`config.mk`:
```
export PLATFORM = sky130hd
export DESIGN_NAME = mla_top
export DESIGN_NICKNAME = d
export VERILOG_FILES = /design/src/rtl/mla_top.v /design/src/rtl/mla_fault_timer.v
export VERILOG_INCLUDE_DIRS = /design/src /design/src/rtl
export SDC_FILE = /design/constraint.sdc
export NUM_CORES = 1
export LEC_CHECK = 0
export ABC_AREA = 1
export ABC_CLOCK_PERIOD_IN_PS = 7170
export BUFFER_PORTS_ARGS = -buffer_cell sky130_fd_sc_hd__buf_2
export CAP_MARGIN = 10
export CORE_MARGIN = 2
export CORE_UTILIZATION = 40
export CTS_BUF_LIST = sky130_fd_sc_hd__clkbuf_8 sky130_fd_sc_hd__clkbuf_16
export CTS_CLUSTER_DIAMETER = 80
export DETAILED_ROUTE_END_ITERATION = 12
export PLACE_DENSITY_LB_ADDON = 0.2
export SYNTH_ARGS = -nofsm -noshare
export SYNTH_HDL_FRONTEND = slang
export SYNTH_SLANG_ARGS = --single-unit
```
`constraint.sdc`:
```
create_clock -name REF_CLK -period 7.17 [get_ports REF_CLK]
set_clock_uncertainty 0.1 [all_clocks]
set_input_delay 1.434 -clock REF_CLK [delete_from_list [all_inputs] [get_ports REF_CLK]]
set_output_delay 1.434 -clock REF_CLK [all_outputs]
set_load 0.03 [all_outputs]
```
`src/rtl/mla_defines.vh`:
```
// constants for the media link loss-of-signal and alignment block
`ifndef MLA_DEFINES_VH
`define MLA_DEFINES_VH
`define MLA_ADDR_CTRL 8'h00
`define MLA_ADDR_STATUS 8'h04
`define MLA_ADDR_IRQ_STAT 8'h08
`define MLA_ADDR_IRQ_MASK 8'h0C
`define MLA_ADDR_RX_WORD 8'h10
`define MLA_ADDR_TX_WORD 8'h14
`define MLA_CTRL_RESET 32'h00000000
`define MLA_CTRL_PM_LSB 0
`define MLA_CTRL_AEN_BIT 2
`define MLA_PM_MON 2'h1
`define MLA_ST_LOS_ANOM 0
`define MLA_ST_LOS_DEF 1
`define MLA_ST_MON 2
`define MLA_ST_CAUSE 3
`define MLA_ST_FAULT 4
`define MLA_ST_SSF 5
`define MLA_ST_FS 6
`define MLA_IRQ_FAULT_SET 0
`define MLA_IRQ_FAULT_CLR 1
`define MLA_IRQ_FRAME 2
`define MLA_IRQ_WORD 3
`define MLA_COMMA 7'h7C
`define MLA_WORD_W 10
`define MLA_CLK_HZ 20000000
`define MLA_SET_TIME_MS 2500
`define MLA_CLR_TIME_MS 10000
`define MLA_MS_CYCLES (`MLA_CLK_HZ / 1000)
`define MLA_SET_CYCLES (`MLA_SET_TIME_MS * `MLA_MS_CYCLES)
`define MLA_CLR_CYCLES (`MLA_CLR_TIME_MS * `MLA_MS_CYCLES)
`endif

```
`src/rtl/mla_top.v`:
```
// media link loss-of-signal supervision, alignment and serdes
//
// Implementation choices: the register addresses and the AXI4-Lite interface to the registers.
`timescale 1ns/1ps
`include "mla_defines.vh"
module mla_top #(
  parameter [31:0] SET_CYCLES = `MLA_SET_CYCLES,
  parameter [31:0] CLR_CYCLES = `MLA_CLR_CYCLES
) (
  // clock and reset
  input wire REF_CLK,
  input wire RST,
  // optical receive side
  input wire LEVEL_BELOW_THRESH,
  input wire RX_BIT_CLK,
  input wire RX_BIT,
  // optical transmit side
  output reg TX_BIT,
  output reg TX_BIT_CLK,
  // upper layer receive
  input wire ALIGN_ENABLE_IN,
  input wire TRAIL_FAIL_IN,
  output reg [`MLA_WORD_W-1:0] CODE_GROUP_WORD,
  output reg CODE_GROUP_CLOCK,
  output reg FRAME_START_OUT,
  output reg SERVER_FAIL_OUT,
  output reg TRAIL_FAIL_TO_ADAPTER,
  // upper layer transmit
  input wire [`MLA_WORD_W-1:0] TX_CODE_GROUP,
  output reg TX_CODE_GROUP_CLOCK,
  // management
  output reg MGMT_SIGNAL_LOSS_CAUSE,
  output reg SIGNAL_LOSS_FAULT,
  output reg IRQ,
  // axi4-lite slave
  input wire [7:0] S_AXI_AWADDR,
  input wire S_AXI_AWVALID,
  output reg S_AXI_AWREADY,
  input wire [31:0] S_AXI_WDATA,
  input wire [3:0] S_AXI_WSTRB,
  input wire S_AXI_WVALID,
  output reg S_AXI_WREADY,
  output reg [1:0] S_AXI_BRESP,
  output reg S_AXI_BVALID,
  input wire S_AXI_BREADY,
  input wire [7:0] S_AXI_ARADDR,
  input wire S_AXI_ARVALID,
  output reg S_AXI_ARREADY,
  output reg [31:0] S_AXI_RDATA,
  output reg [1:0] S_AXI_RRESP,
  output reg S_AXI_RVALID,
  input wire S_AXI_RREADY
);
  localparam W = `MLA_WORD_W;
  localparam [W-1:0] HALF = W / 2;

  function mapped;
    input [7:0] a;
    begin
      mapped = (a == `MLA_ADDR_CTRL) || (a == `MLA_ADDR_STATUS) ||
        (a == `MLA_ADDR_IRQ_STAT) || (a == `MLA_ADDR_IRQ_MASK) ||
        (a == `MLA_ADDR_RX_WORD) || (a == `MLA_ADDR_TX_WORD);
    end
  endfunction

  // synchronisers: first stage read only by second
  reg [1:0] lvl_s_reg, bclk_s_reg, bit_s_reg, aen_s_reg, tsf_s_reg;
  reg bclk_d_reg;
  always @(posedge REF_CLK or posedge RST) begin
    if (RST) begin
      lvl_s_reg <= 2'b00;
      bclk_s_reg <= 2'b00;
      bit_s_reg <= 2'b00;
      aen_s_reg <= 2'b00;
      tsf_s_reg <= 2'b00;
      bclk_d_reg <= 1'b0;
    end else begin
      lvl_s_reg <= {lvl_s_reg[0], LEVEL_BELOW_THRESH};
      bclk_s_reg <= {bclk_s_reg[0], RX_BIT_CLK};
      bit_s_reg <= {bit_s_reg[0], RX_BIT};
      aen_s_reg <= {aen_s_reg[0], ALIGN_ENABLE_IN};
      tsf_s_reg <= {tsf_s_reg[0], TRAIL_FAIL_IN};
      bclk_d_reg <= bclk_s_reg[1];
    end
  end
  wire bit_rise = bclk_s_reg[1] & ~bclk_d_reg;
  wire align_en = aen_s_reg[1];

  // registers
  reg [31:0] ctrl_reg;
  reg [3:0] irq_stat_reg, irq_mask_reg;
  reg [W-1:0] tx_word_reg;
  wire [1:0] port_mode = ctrl_reg[`MLA_CTRL_PM_LSB+1:`MLA_CTRL_PM_LSB];
  wire sw_align = ctrl_reg[`MLA_CTRL_AEN_BIT];

  wire signal_loss_anomaly = lvl_s_reg[1];
  wire signal_loss_defect = signal_loss_anomaly;
  localparam [1:0] PS_NMON = 2'h0;
  localparam [1:0] PS_MON = 2'h1;
  reg [1:0] port_state_reg;
  reg [1:0] port_state_next;
  always @* begin
    port_state_next = PS_NMON;
    case (port_state_reg)
      PS_NMON: if (port_mode == `MLA_PM_MON) port_state_next = PS_MON;
      PS_MON: if (port_mode == `MLA_PM_MON) port_state_next = PS_MON;
      default: port_state_next = PS_NMON;
    endcase
  end
  wire monitor_state_flag = (port_state_reg == PS_MON);
  wire signal_loss_cause = monitor_state_flag & signal_loss_defect;
  wire fault;
  mla_fault_timer #(.SET_CYCLES(SET_CYCLES), .CLR_CYCLES(CLR_CYCLES))
    u_timer (.clk(REF_CLK), .rst(RST), .cause(signal_loss_cause),
    .fault_reg(fault));
  reg fault_d_reg;

  // receive shifter: oldest bit at msb
  reg [W-1:0] rx_shift_reg;
  reg [3:0] rx_cnt_reg;
  reg rx_word_ev;
  wire [W-1:0] rx_shift_next = {rx_shift_reg[W-2:0], bit_s_reg[1]};
  wire comma_hit = (rx_shift_next[6:0] == `MLA_COMMA);
  // transmit shifter
  reg [W-1:0] tx_shift_reg;
  reg [3:0] tx_cnt_reg;

  always @(posedge REF_CLK or posedge RST) begin
    if (RST) begin
      port_state_reg <= PS_NMON;
      rx_shift_reg <= {W{1'b0}};
      rx_cnt_reg <= 4'h0;
      rx_word_ev <= 1'b0;
      CODE_GROUP_WORD <= {W{1'b0}};
      CODE_GROUP_CLOCK <= 1'b0;
      FRAME_START_OUT <= 1'b0;
      SERVER_FAIL_OUT <= 1'b0;
      TRAIL_FAIL_TO_ADAPTER <= 1'b0;
      MGMT_SIGNAL_LOSS_CAUSE <= 1'b0;
      SIGNAL_LOSS_FAULT <= 1'b0;
      fault_d_reg <= 1'b0;
      tx_shift_reg <= {W{1'b0}};
      tx_cnt_reg <= 4'h0;
      TX_BIT <= 1'b0;
      TX_BIT_CLK <= 1'b0;
      TX_CODE_GROUP_CLOCK <= 1'b0;
    end else begin
      port_state_reg <= port_state_next;
      TRAIL_FAIL_TO_ADAPTER <= signal_loss_defect;
      SERVER_FAIL_OUT <= tsf_s_reg[1];
      MGMT_SIGNAL_LOSS_CAUSE <= signal_loss_cause;
      SIGNAL_LOSS_FAULT <= fault;
      fault_d_reg <= fault;
      rx_word_ev <= 1'b0;
      FRAME_START_OUT <= 1'b0;
      if (bit_rise) begin
        rx_shift_reg <= rx_shift_next;
        if (align_en && comma_hit) begin
          FRAME_START_OUT <= 1'b1;
        end
        if (align_en && comma_hit) begin
          rx_cnt_reg <= 4'd7;
        end else if (rx_cnt_reg == W - 1) begin
          rx_cnt_reg <= 4'h0;
          CODE_GROUP_WORD <= rx_shift_next;
          rx_word_ev <= 1'b1;
        end else begin
          rx_cnt_reg <= rx_cnt_reg + 4'd1;
        end
        CODE_GROUP_CLOCK <= (rx_cnt_reg < HALF[3:0]) ? 1'b0 : 1'b1;
      end
      // transmit bit clock from own clock, 1 bit per 2 cycles
      TX_BIT_CLK <= ~TX_BIT_CLK;
      if (TX_BIT_CLK) begin
        if (tx_cnt_reg == W - 1) begin
          tx_cnt_reg <= 4'h0;
          tx_shift_reg <= sw_align ? tx_word_reg : TX_CODE_GROUP;
          TX_BIT <= tx_shift_reg[W-1];
        end else begin
          tx_cnt_reg <= tx_cnt_reg + 4'd1;
          TX_BIT <= tx_shift_reg[W-1];
          tx_shift_reg <= {tx_shift_reg[W-2:0], 1'b0};
        end
        TX_CODE_GROUP_CLOCK <= (tx_cnt_reg < HALF[3:0]) ? 1'b0 : 1'b1;
      end
    end
  end

  // axi4-lite: write accepted once both address and data held
  reg [7:0] aw_reg;
  reg aw_ok_reg, w_ok_reg;
  reg [31:0] wd_reg;
  wire do_write = aw_ok_reg & w_ok_reg & ~S_AXI_BVALID;
  wire [3:0] ev = {rx_word_ev, FRAME_START_OUT,
    ~fault & fault_d_reg, fault & ~fault_d_reg};
  wire [31:0] status = {25'h0, FRAME_START_OUT, SERVER_FAIL_OUT,
    SIGNAL_LOSS_FAULT, MGMT_SIGNAL_LOSS_CAUSE, monitor_state_flag,
    signal_loss_defect, signal_loss_anomaly};
  always @(posedge REF_CLK or posedge RST) begin
    if (RST) begin
      aw_reg <= 8'h00;
      aw_ok_reg <= 1'b0;
      w_ok_reg <= 1'b0;
      wd_reg <= 32'h00000000;
      S_AXI_AWREADY <= 1'b0;
      S_AXI_WREADY <= 1'b0;
      S_AXI_BVALID <= 1'b0;
      S_AXI_BRESP <= 2'b00;
      S_AXI_ARREADY <= 1'b0;
      S_AXI_RVALID <= 1'b0;
      S_AXI_RDATA <= 32'h00000000;
      S_AXI_RRESP <= 2'b00;
      ctrl_reg <= `MLA_CTRL_RESET;
      irq_stat_reg <= 4'h0;
      irq_mask_reg <= 4'h0;
      tx_word_reg <= {W{1'b0}};
      IRQ <= 1'b0;
    end else begin
      S_AXI_AWREADY <= ~aw_ok_reg & ~S_AXI_AWREADY & S_AXI_AWVALID;
      S_AXI_WREADY <= ~w_ok_reg & ~S_AXI_WREADY & S_AXI_WVALID;
      if (S_AXI_AWVALID && S_AXI_AWREADY) begin
        aw_reg <= S_AXI_AWADDR;
        aw_ok_reg <= 1'b1;
      end
      if (S_AXI_WVALID && S_AXI_WREADY) begin
        wd_reg <= S_AXI_WDATA & {{8{S_AXI_WSTRB[3]}}, {8{S_AXI_WSTRB[2]}},
          {8{S_AXI_WSTRB[1]}}, {8{S_AXI_WSTRB[0]}}};
        w_ok_reg <= 1'b1;
      end
      // sticky events: set wins over write-one clear
      irq_stat_reg <= irq_stat_reg | ev;
      if (do_write) begin
        aw_ok_reg <= 1'b0;
        w_ok_reg <= 1'b0;
        S_AXI_BVALID <= 1'b1;
        S_AXI_BRESP <= mapped(aw_reg) ? 2'b00 : 2'b10;
        if (aw_reg == `MLA_ADDR_CTRL) begin
          ctrl_reg <= {29'h0, wd_reg[2:0]};
        end else if (aw_reg == `MLA_ADDR_IRQ_STAT) begin
          irq_stat_reg <= (irq_stat_reg & ~wd_reg[3:0]) | ev;
        end else if (aw_reg == `MLA_ADDR_IRQ_MASK) begin
          irq_mask_reg <= wd_reg[3:0];
        end else if (aw_reg == `MLA_ADDR_TX_WORD) begin
          tx_word_reg <= wd_reg[W-1:0];
        end
      end else if (S_AXI_BVALID && S_AXI_BREADY) begin
        S_AXI_BVALID <= 1'b0;
      end
      S_AXI_ARREADY <= ~S_AXI_ARREADY & ~S_AXI_RVALID & S_AXI_ARVALID;
      if (S_AXI_ARVALID && S_AXI_ARREADY) begin
        S_AXI_RVALID <= 1'b1;
        S_AXI_RRESP <= mapped(S_AXI_ARADDR) ? 2'b00 : 2'b10;
        if (S_AXI_ARADDR == `MLA_ADDR_CTRL) begin
          S_AXI_RDATA <= ctrl_reg;
        end else if (S_AXI_ARADDR == `MLA_ADDR_STATUS) begin
          S_AXI_RDATA <= status;
        end else if (S_AXI_ARADDR == `MLA_ADDR_IRQ_STAT) begin
          S_AXI_RDATA <= {28'h0, irq_stat_reg};
        end else if (S_AXI_ARADDR == `MLA_ADDR_IRQ_MASK) begin
          S_AXI_RDATA <= {28'h0, irq_mask_reg};
        end else if (S_AXI_ARADDR == `MLA_ADDR_RX_WORD) begin
          S_AXI_RDATA <= {22'h0, CODE_GROUP_WORD};
        end else if (S_AXI_ARADDR == `MLA_ADDR_TX_WORD) begin
          S_AXI_RDATA <= {22'h0, tx_word_reg};
        end else begin
          S_AXI_RDATA <= 32'h00000000;
        end
      end else if (S_AXI_RVALID && S_AXI_RREADY) begin
        S_AXI_RVALID <= 1'b0;
      end
      // one cycle late: irq follows registered status
      IRQ <= |(irq_stat_reg & irq_mask_reg);
    end
  end
endmodule // mla_top

```
`src/rtl/mla_fault_timer.v`:
```
// persistence filter turning the loss cause into a fault
`timescale 1ns/1ps
module mla_fault_timer #(
  parameter [31:0] SET_CYCLES = 32'd50000000,
  parameter [31:0] CLR_CYCLES = 32'd200000000
) (
  input wire clk,
  input wire rst,
  input wire cause,
  output reg fault_reg
);
  reg [31:0] cnt_reg;
  reg cause_d_reg;
  always @(posedge clk or posedge rst) begin
    if (rst) begin
      cnt_reg <= 32'h00000000;
      cause_d_reg <= 1'b0;
      fault_reg <= 1'b0;
    end else begin
      cause_d_reg <= cause;
      if (cause != cause_d_reg || cause == fault_reg) begin
        cnt_reg <= 32'h00000000;
      end else begin
        if (cause && cnt_reg >= SET_CYCLES - 32'd1) begin
          fault_reg <= 1'b1;
          cnt_reg <= 32'h00000000;
        end else if (!cause && cnt_reg >= CLR_CYCLES - 32'd1) begin
          fault_reg <= 1'b0;
          cnt_reg <= 32'h00000000;
        end else begin
          cnt_reg <= cnt_reg + 32'd1;
        end
      end
    end
  end
endmodule // mla_fault_timer

```
==> out/results.tsv, run 1 <==
stage	metric	value	unit
outcome	status	finished clean	
setup_path	worst setup path startpoint	S_AXI_ARADDR[1]	
sta	final setup fails	0	
cells_and_area	Final Non-Filler Cells	1182	
grt	Tot GR Track Use	0.183	
setup_path	Worst Reg2Reg Path Length in Cells	12	
cells_and_area	Total Nets Final	1019	
sta	Worst-Margin Slew	844	ps
grt	vias in the first global route	5375	
cells_and_area	commonest non-fill, non-tap cell in the layout	nand2_1	
clock_tree	worst skew pair latency	430	ps
sta	Final Max Slew Viols	0	
grt	total grt overflow	0	
clock_tree	post-cts resize count	0	
power_and_ir_drop	LEAKAGE	3.98	nW
place	DP Wirelength	11300	um
synth	synth unique cells	39	
cells_and_area	# diodes	0	
cells_and_area	commonest cells after routing, fill and taps aside	199 x nand2_1, 151 x dfrtp_1, 108 x inv_1, 104 x o21ai_0, 86 x buf_2	
cells_and_area	layout cell share with drive strength beyond 1	0.162	
route	initial DRC count	380	
sta	maximum clock frequency	0.350	GHz
sta	Tmin final	2860	ps
synth	Ys Warns	0	
setup_path	Setup CP Type	input pin to register	
floorplanning	die width	137	um
setup_path	element type at the critical path end	register	
synth	post-synthesis sequential area ratio	0.533	
route	Vias/cell	4.74	
setup_path	Worst EP arrival	3070	ps
route	Pre-antenna DRT Iters	8	
floorplanning	Core ar.	17300	um^2
clock_tree	# hold bufs at CTS	0	
cells_and_area	Largest register FFs	32	
setup_path	worst r2r dst	u_timer.cnt_reg[15]$_DFF_PP0_	
route	DRC viols	0	
synth	post-synthesis sequential element count	151	
setup_path	Worst R2R Setup Slack	5230	ps
synth	cell area after synthesis	7080	um^2
setup_path	CP cell instances	buf_2 > nor2_1 > nand2_1 > nor2_1 > nand2_1 > inv_1 > a21oi_1 > o21ai_0 > nand2_1	
floorplanning	# rows	48	
clock_tree	CTS root buf	clkbuf_16	
sta	Rel. slew slack	0.437	
place	port bufs	86	
setup_path	family with the most delay on the worst path	simple AND/OR/NAND/NOR gates	
worst_hold_path	Hold Crit Class	register to register	
setup_path	Slowest-stage cell, CP	nor2_1	
clock_tree	Sink Count	151	
route	Avg WL per Cell	13.3	um
floorplanning	area of the die	18800	um^2
grt	first-pass GRT wire length	26300	um
setup_path	CP required	7380	ps
floorplanning	Ports	135	
synth	area leader, netlist	dfrtp_1	
grt	initial antenna violation count	1	
route	via count	5603	
cells_and_area	area growth from synthesis to layout	16.1	%
setup_path	Worst Path Buf+Inv	2	
flow_run	Max-Cap Viols	0	
setup_path	cell mode on critical path	nand2_1	
route	Routed Antenna Nets	0	
clock_tree	Num CTS Buffers	17	
clock_tree	clock slew seen by the registers of the worst setup and hold paths	60	ps
grt	largest net degree at the start of global routing	84	
clock_tree	post-CTS setup buffers	0	
sta	period utilisation layout	0.399	
setup_path	Critical Path Stages	9	
setup_path	CP max stage delay	510	ps
setup_path	Max Fanout on Critical Path	11	
place	GPL Wtd Cong	0.868	
sta	setup_tns	0	ps
synth	share of the synthesized area in the top cell type	0.533	
synth	Syn Area/Cell	8.27	um^2
setup_path	Critical Path Sink	S_AXI_RDATA[0]$_DFFE_PP0P_	
setup_path	FF-to-FF Start	u_timer.cnt_reg[0]$_DFF_PP0_	
synth	top cells by area, synth	dfrtp_1 53%, nand2_1 11%, o21ai_0 7.3%	
sta	Final Hold Vio Count	0	
clock_tree	CTS H-tree depth	4	
place	Placed Cells incl. Taps	1150	
sta	RSZ-0062 raised after global routing	false	
route	final wirelength	15700	um
floorplanning	starting density of the core	0.410	
setup_path	Startpoint Class	input pin	
clock_tree	maximum clock insertion buffer count	2	
power_and_ir_drop	PwrDens	297	nW/um^2
synth	Post-Syn Instances	856	
power_and_ir_drop	VDD IR-drop max	184	uV
floorplanning	Die Height	137	um
clock_tree	TritonCTS clock tree	built	
[worst min-delay path by stage]
stage / from / end / slack [ps] / cells after the start
after floorplan: tsf_s_reg[1]$_DFF_PP0_ / SERVER_FAIL_OUT$_DFF_PP0_ / 230 / 0
after global placement: aen_s_reg[0]$_DFF_PP0_ / aen_s_reg[1]$_DFF_PP0_ / 230 / 0
after detailed placement: aen_s_reg[0]$_DFF_PP0_ / aen_s_reg[1]$_DFF_PP0_ / 240 / 0
after CTS: tsf_s_reg[1]$_DFF_PP0_ / SERVER_FAIL_OUT$_DFF_PP0_ / 250 / 0
after global routing: bclk_s_reg[0]$_DFF_PP0_ / bclk_s_reg[1]$_DFF_PP0_ / 260 / 0
final: tsf_s_reg[1]$_DFF_PP0_ / SERVER_FAIL_OUT$_DFF_PP0_ / 250 / 0
[kinds of logic after synthesis]
logic type,synth area share
other cells,0.000529
simple gates,0.246
xor+xnor,0.0124
compound gates,0.104
fa+ha+maj,0.00177
flops,0.533
buf+inv,0.102
[Yosys cell counts]
library cell  number
nand2_1          199
dfrtp_1          151
inv_1            107
o21ai_0          104
nor2_1            72
nand3_1           65
buf_4             24
a21oi_1           20
clkbuf_1          14
nor2_2            14
nand4_1           10
nand2_2            9
nor3_1             9
xor2_1             8
buf_2              6
nor2_4             5
nor4_1             4
a31oi_1            3
o211ai_1           3
o21ai_1            3
buf_6              2
inv_2              2
nand3b_1           2
nor3b_1            2
o2111ai_1          2
o22ai_1            2
xnor2_1            2
a21o_1             1
a31o_2             1
buf_1              1
buf_12             1
clkinv_1           1
conb_1             1
ha_1               1
nand3_4            1
nor3_2             1
o21bai_1           1
o221ai_1           1
or2_2              1
[metrics by stage]
stage	worst slack, ps	power (W)	hold slack (ps)	instance area, um^2	util
after floorplan	1570	0.00143	231	7180	-
after global placement	3880	0.00155	233	7620	0.441
after detailed placement	3870	0.00156	237	7620	0.441
after CTS	4320	0.00247	247	8220	0.475
after global routing	3970	0.00259	256	8220	0.475
final	4310	0.00244	249	8220	0.475
[report_power, final]
part / switching [W] / internal (W) / total [W]
sequential: 0.000108 / 0.00100 / 0.00111
clock: 0.000345 / 0.000552 / 0.000897
combinational: 0.000301 / 0.000128 / 0.000430
total: 0.000755 / 0.00169 / 0.00244
[per-layer routing]
| layer | share of wire | up-vias | GRT usage |
|---|---|---|---|
| met2 | 0.44 | 120 | 0.279 |
| li1 | - | 2864 | - |
| met5 | 0.00083 | - | 0 |
| met3 | 0.039 | 19 | 0.0389 |
| met4 | 0.015 | 2 | 0.0630 |
| met1 | 0.50 | 2598 | 0.257 |
[area by class of cell]
cell class	instances	area (um^2)
repair buffers	90	460
fillers	1723	9070
clock inverters	14	160
clock buffers	18	439
well taps	225	282
flip-flops and latches	151	3780
inverters	110	418
multi-input cells	574	2680
(Power assumes the default switching activity.)
==> run 2, diff against run 1 <==
--- a/config.mk
+++ b/config.mk
@@ -6,8 +6,8 @@
 export SDC_FILE = /design/constraint.sdc
 export NUM_CORES = 1
 export LEC_CHECK = 0
-export ABC_AREA = 1
-export ABC_CLOCK_PERIOD_IN_PS = 7170
+export ABC_AREA = 0
+export ABC_CLOCK_PERIOD_IN_PS = 2950
 export BUFFER_PORTS_ARGS = -buffer_cell sky130_fd_sc_hd__buf_2
 export CAP_MARGIN = 10
 export CORE_MARGIN = 2
==> constraint.sdc (replaced) <==
create_clock -name REF_CLK -period 2.95 [get_ports REF_CLK]
set_clock_uncertainty 0.1 [all_clocks]
set_input_delay 0.59 -clock REF_CLK [delete_from_list [all_inputs] [get_ports REF_CLK]]
set_output_delay 0.59 -clock REF_CLK [all_outputs]
set_load 0.03 [all_outputs]
==> run 2 against run 1 <==
- final cell count shrank 20%
- area after synthesis shrank 6.0%
- clock power grew to 2.5 times the previous value
- non-clock buffer count grew 5
- core utilization grew 0.78 points
- synthesized cell count shrank 28%
- total power grew 140%
- wire length shrank 9.7%
==> out/results.tsv, run 2 <==
stage	metric	value	unit
grt	first-pass GRT wire length	23300	um
sta	Final Hold Vio Count	0	
place	DP Wirelength	10200	um
power_and_ir_drop	Switch Pwr	0.00170	W
floorplanning	Die Height	133	um
setup_path	CP cell instances	ha_1 > nand2_1 > o311ai_0 > a31oi_1 > a22oi_2 > buf_4 > nor2_1	
setup_path	CP max stage delay	490	ps
setup_path	Worst EP arrival	2480	ps
synth	synth unique cells	57	
synth	Syn Area/Cell	10.8	um^2
sta	Final Max Slew Viols	0	
sta	Tmin final	2290	ps
setup_path	Worst Reg2Reg Path Length in Cells	7	
route	Pre-antenna DRT Iters	5	
flow_run	Max-Cap Viols	0	
sta	RSZ-0062 raised after global routing	false	
outcome	status	finished clean	
cells_and_area	post-layout util	0.483	
clock_tree	TritonCTS clock tree	built	
place	GPL Wtd Cong	0.861	
clock_tree	worst skew pair latency	420	ps
setup_path	FF-to-FF Start	u_timer.cnt_reg[0]$_DFF_PP0_	
synth	main combinational cell family by area after synthesis	simple AND/OR/NAND/NOR gates	
setup_path	Setup CP Type	register to register	
route	initial DRC count	244	
synth	area leader, netlist	dfrtp_1	
power_and_ir_drop	Flop pwr share	0.463	
setup_path	Max Fanout on Critical Path	28	
route	DRC viols	0	
grt	total grt overflow	0	
clock_tree	clock slew seen by the registers of the worst setup and hold paths	60	ps
sta	setup_tns	0	ps
synth	Synth Area in Adders	0.00188	
power_and_ir_drop	internal power	0.00421	W
clock_tree	Sink Count	151	
route	Vias/cell	4.95	
cells_and_area	Total Nets Final	784	
cells_and_area	# diodes	0	
sta	final setup fails	0	
route	final wirelength	14100	um
sta	Rel. slew slack	0.540	
clock_tree	CTS H-tree depth	4	
grt	vias in the first global route	4560	
grt	Tot GR Track Use	0.167	
worst_hold_path	Hold Crit Class	input pin to asynchronous set/reset pin	
grt	largest net degree at the start of global routing	55	
clock_tree	# hold bufs at CTS	0	
power_and_ir_drop	PwrDens	745	nW/um^2
synth	cell area after synthesis	6660	um^2
clock_tree	post-cts resize count	0	
cells_and_area	area growth from synthesis to layout	19.0	%
setup_path	element type at the critical path end	register	
synth	top cells by area, synth	dfrtp_1 57%, mux2_2 7.9%, nand2_1 5.3%	
synth	Post-Syn Instances	614	
synth	top_reg_cell synth	dfrtp_1	
cells_and_area	layout cell share with drive strength beyond 1	0.252	
clock_tree	post-CTS setup buffers	0	
floorplanning	starting density of the core	0.406	
floorplanning	die width	133	um
cells_and_area	commonest non-fill, non-tap cell in the layout	dfrtp_1	
floorplanning	# rows	47	
synth	fraction of registers with async set/reset	1.00	
synth	Ys Warns	0	
synth	Post-synth EDFFs	0	
synth	multiplexer share of the synthesized area	0.0975	
synth	Synth top cells by count	151 x dfrtp_1, 94 x nand2_1, 58 x nor2_1	
synth	post-synthesis sequential element count	151	
power_and_ir_drop	LEAKAGE	3.70	nW
synth	xor/xnor share of the synthesized area	0.0355	
floorplanning	area of the die	17700	um^2
synth	share of the synthesized area in the top cell type	0.567	
power_and_ir_drop	Comb pwr share	0.151	
clock_tree	Num CTS Buffers	17	
synth	simple-gate portion of the synthesized area	0.160	
route	Routed Antenna Nets	0	
floorplanning	Ports	135	
sta	maximum clock frequency	0.437	GHz
cells_and_area	Largest register FFs	32	
setup_path	Worst R2R Setup Slack	660	ps
setup_path	Slowest-stage cell, CP	o311ai_0	
route	via count	4660	
power_and_ir_drop	Clock power frac	0.386	
synth	post-synthesis sequential area ratio	0.567	
cells_and_area	commonest cells after routing, fill and taps aside	151 x dfrtp_1, 94 x nand2_1, 86 x buf_2, 58 x nor2_1, 47 x mux2_2	
setup_path	worst r2r dst	u_timer.cnt_reg[21]$_DFF_PP0_	
power_and_ir_drop	Net Sw Frac	0.288	
floorplanning	Core ar.	16400	um^2
grt	initial antenna violation count	0	
setup_path	CP required	3140	ps
clock_tree	maximum clock insertion buffer count	2	
clock_tree	CTS root buf	clkbuf_16	
sta	period utilisation layout	0.776	
synth	Compound-Gate Fraction of Synth Area	0.0885	
route	Avg WL per Cell	15.0	um
sta	Worst-Margin Slew	690	ps
power_and_ir_drop	VDD IR-drop max	485	uV
setup_path	Startpoint Class	register	
place	port bufs	86	
synth	most frequent cell after synthesis	dfrtp_1	
## run 2: metal layers
layer | track usage | part of all wire | vias to the layer above
li1 | - | - | 2268
met1 | 0.232 | 0.47 | 2260
met2 | 0.255 | 0.47 | 112
met3 | 0.0406 | 0.048 | 20
met4 | 0.0645 | 0.016 | 0
met5 | 0 | 0 | -
## run 2: worst max-delay path: cells and delay by family, from the launching register on
family / cells / cell delay, ps
fa+ha+maj: 1 / 240
compound gates: 3 / 940
flops: 1 / 370
buf+inv: 1 / 320
simple gates: 2 / 180
## run 2: cell type report
type | count | area [um^2]
Fill cell | 1544 | 8480
Sequential cell | 151 | 3780
Multi-Input combinational cell | 429 | 2660
Timing Repair Buffer | 95 | 523
Clock buffer | 19 | 453
Tap cell | 220 | 275
Clock inverter | 12 | 176
Inverter | 15 | 60.1
## run 2: metrics by stage
step                      instance area, um^2  hold slack [ps]  power (W)  setup WS (ps)  instances
after floorplan                          6770              231    0.00335            357        641
after CTS                                7930              156    0.00597            600        941
after detailed placement                 7300              235    0.00368            513        910
after global placement                   7300              234    0.00363            559        910
final                                    7930              161    0.00591            661        941
after global routing                     7930              163    0.00620            325        941
## run 2: power groups by stage
| stage | Clock [W] | Sequential, W | Combinational, W |
|---|---|---|---|
| 3_5_place_dp | 0 | 0.00277 | 0.000903 |
| 2_1_floorplan | 0 | 0.00285 | 0.000505 |
| 5_1_grt | 0.00243 | 0.00279 | 0.000984 |
| 3_3_place_gp | 0 | 0.00275 | 0.000880 |
| 4_1_cts | 0.00233 | 0.00274 | 0.000906 |
| 6_report | 0.00228 | 0.00273 | 0.000894 |
## run 2: cells by family after synthesis
group | count (synthesis)
adder cells (fa/ha/maj) | 1
flip-flops | 151
AO/OA/AOI/OAI | 92
XOR/XNOR | 27
buffers and inverters | 61
AND/OR/NAND/NOR | 222
other | 1
multiplexers | 59
## run 2: worst max-delay path by stage
stage,start,endpoint,cells past startpoint
global route,u_timer.cnt_reg[0]$_DFF_PP0_,u_timer.cnt_reg[21]$_DFF_PP0_,7
global placement,S_AXI_ARADDR[7],S_AXI_RDATA[0]$_DFFE_PP0P_,6
floorplan,RST,CODE_GROUP_CLOCK$_DFFE_PP0P_,1
CTS,u_timer.cnt_reg[0]$_DFF_PP0_,u_timer.cnt_reg[17]$_DFF_PP0_,7
detailed placement,S_AXI_ARADDR[7],S_AXI_RDATA[0]$_DFFE_PP0P_,6
finish,u_timer.cnt_reg[0]$_DFF_PP0_,u_timer.cnt_reg[21]$_DFF_PP0_,7
==> run 3, diff against run 2 <==
--- a/config.mk
+++ b/config.mk
@@ -7,7 +7,7 @@
 export NUM_CORES = 1
 export LEC_CHECK = 0
 export ABC_AREA = 0
-export ABC_CLOCK_PERIOD_IN_PS = 2950
+export ABC_CLOCK_PERIOD_IN_PS = 1970
 export BUFFER_PORTS_ARGS = -buffer_cell sky130_fd_sc_hd__buf_2
 export CAP_MARGIN = 10
 export CORE_MARGIN = 2
==> constraint.sdc (replaced) <==
create_clock -name REF_CLK -period 1.97 [get_ports REF_CLK]
set_clock_uncertainty 0.1 [all_clocks]
set_input_delay 0.394 -clock REF_CLK [delete_from_list [all_inputs] [get_ports REF_CLK]]
set_output_delay 0.394 -clock REF_CLK [all_outputs]
set_load 0.03 [all_outputs]
==> run 3 against run 2 <==
- the flow now finishes with violations (setup timing)
- die area unchanged
- flip-flop and latch count unchanged
- design area up 9.0%
- critical path depth down 2
- final cell count up 4.8%
- clock-buffer cell count down 2
- register-to-register slack worse by 870 ps
==> out/results.tsv, run 3 (synthesis gave the netlist of run 2 again) <==
stage	metric	value	unit
sta	Rel. slew slack	0.600	
sta	maximum clock frequency	0.460	GHz
flow_run	Max-Cap Viols	0	
sta	Tmin final	2180	ps
outcome	failing checks	setup timing	
floorplanning	Ports	135	
place	Placed Cells incl. Taps	936	
cells_and_area	Sequential Area	3780	um^2
cells_and_area	Multi-input gate area	3040	um^2
clock_tree	TritonCTS clock tree	built	
cells_and_area	FILL cells	1420	
route	Routed Antenna Nets	0	
sta	period utilisation layout	1.10	
sta	Worst-Margin Slew	600	ps
floorplanning	die width	133	um
setup_path	CP cell instances	or4_4 > or3_4 > nor2_4 > nand3_4 > mux2_2	
floorplanning	Core ar.	16400	um^2
grt	initial antenna violation count	0	
route	final wirelength	15600	um
floorplanning	area of the die	17700	um^2
clock_tree	clock slew seen by the registers of the worst setup and hold paths	60	ps
setup_path	Startpoint Class	register	
setup_path	Setup CP Type	register to register	
grt	total grt overflow	0	
power_and_ir_drop	Net Sw Frac	0.316	
power_and_ir_drop	internal power	0.00576	W
cells_and_area	Total Nets Final	828	
route	initial DRC count	266	
cells_and_area	commonest cells after routing, fill and taps aside	150 x dfrtp_1, 92 x nand2_1, 86 x buf_2, 43 x mux2_2, 35 x buf_4	
setup_path	Worst EP arrival	2380	ps
power_and_ir_drop	Flop pwr share	0.490	
cells_and_area	area growth from synthesis to layout	29.7	%
sta	final setup fails	50	
sta	RSZ-0062 raised after global routing	true	
cells_and_area	Largest register FFs	32	
power_and_ir_drop	Comb pwr share	0.166	
route	via count	4963	
setup_path	family with the most delay on the worst path	simple AND/OR/NAND/NOR gates	
route	Pre-antenna DRT Iters	5	
route	Avg WL per Cell	15.8	um
cells_and_area	post-layout util	0.526	
floorplanning	Die Height	133	um
cells_and_area	layout cell share with drive strength beyond 1	0.349	
setup_path	CP max stage delay	540	ps
setup_path	Worst Path Buf+Inv	0	
worst_hold_path	Hold Crit Class	input pin to asynchronous set/reset pin	
floorplanning	starting density of the core	0.406	
route	Vias/cell	5.03	
setup_path	element type at the critical path end	register	
place	port bufs	86	
clock_tree	CTS H-tree depth	4	
floorplanning	# rows	47	
clock_tree	worst skew pair latency	420	ps
power_and_ir_drop	PwrDens	975	nW/um^2
grt	vias in the first global route	4998	
grt	Tot GR Track Use	0.183	
setup_path	Max Fanout on Critical Path	5	
clock_tree	maximum clock insertion buffer count	2	
route	DRC viols	0	
cells_and_area	Final Non-Filler Cells	986	
power_and_ir_drop	LEAKAGE	4.01	nW
grt	largest net degree at the start of global routing	81	
clock_tree	Sink Count	151	
sta	Final Max Slew Viols	0	
clock_tree	Num CTS Buffers	17	
cells_and_area	# diodes	0	
outcome	status	complete, but fails checks	
setup_path	CP required	2170	ps
grt	first-pass GRT wire length	25400	um
sta	setup_tns	-5980	ps
sta	final setup margin	-206	ps
setup_path	Slowest-stage cell, CP	or4_4	
clock_tree	CTS root buf	clkbuf_16	
power_and_ir_drop	VDD IR-drop max	664	uV
cells_and_area	commonest non-fill, non-tap cell in the layout	dfrtp_1	
power_and_ir_drop	Clock power frac	0.344	
power_and_ir_drop	Switch Pwr	0.00266	W
sta	Final Hold Vio Count	0	
place	GPL Wtd Cong	0.845	
place	DP Wirelength	10400	um
==> run 3: power groups by stage <==
stage                     sequential (W)  clock, W  combinational [W]
after floorplan                  0.00426         0           0.000769
after global placement           0.00412         0            0.00136
after detailed placement         0.00415         0            0.00140
after CTS                        0.00412   0.00296            0.00141
after global routing             0.00420   0.00310            0.00154
final                            0.00412   0.00290            0.00139
==> run 3: path summary, 6_finish.rpt <==
check / start / to / slack (ps) / cells past startpoint
hold / removal: RST / u_timer.cnt_reg[11]$_DFF_PP0_ / 30 / 3
setup reg to reg: aw_reg[7]$_DFFE_PP0P_ / tx_word_reg[8]$_DFFE_PP0P_ / -210 / 5
setup / recovery: aw_reg[7]$_DFFE_PP0P_ / tx_word_reg[8]$_DFFE_PP0P_ / -210 / 5
max in group asynchronous: RST / SERVER_FAIL_OUT$_DFF_PP0_ / 1390 / 3
min in group REF_CLK: S_AXI_BREADY / S_AXI_BVALID$_DFFE_PP0P_ / 50 / 2
hold reg to reg: tsf_s_reg[0]$_DFF_PP0_ / tsf_s_reg[1]$_DFF_PP0_ / 250 / 0
==> run 3: cell type report <==
cell class	instances	area share
inverter	15	0.00695
clock buffer	17	0.0493
clock inverter	15	0.0123
tap	220	0.0319
sequential	151	0.438
timing repair buffer	138	0.110
multi-input combinational	430	0.352
==> run 3: stage by stage <==
stage	worst slack (ps)	instance area, um^2	hold WS, ps	power [W]
floorplan	-427	6790	231	0.00503
global placement	-217	7530	235	0.00548
detailed placement	-246	7530	238	0.00555
CTS	-233	8350	35.9	0.00850
global route	-288	8640	59.7	0.00885
finish	-206	8640	28.0	0.00842
==> run 3: repair_timing <==
action,in CTS,in global routing
buffers inserted,6,5
pin swaps,14,36
gates resized for setup,29,58
hold buffers,5,0
gates cloned,3,1
endpoints found under the setup margin,49,49
hold endpoints to repair,5,0
==> run 3: tightest hold or removal path: stages <==
cell	delay [ps]
buf_2	110
clkinvlp_4	110
buf_12	330
==> run 3: routing by layer <==
layer / wire length, um / global-route usage / vias to the layer above
li1: - / - / 2357
met1: 7340 / 0.254 / 2462
met2: 7370 / 0.282 / 118
met3: 535 / 0.0352 / 26
met4: 362 / 0.0753 / 0
met5: 0 / 0 / -
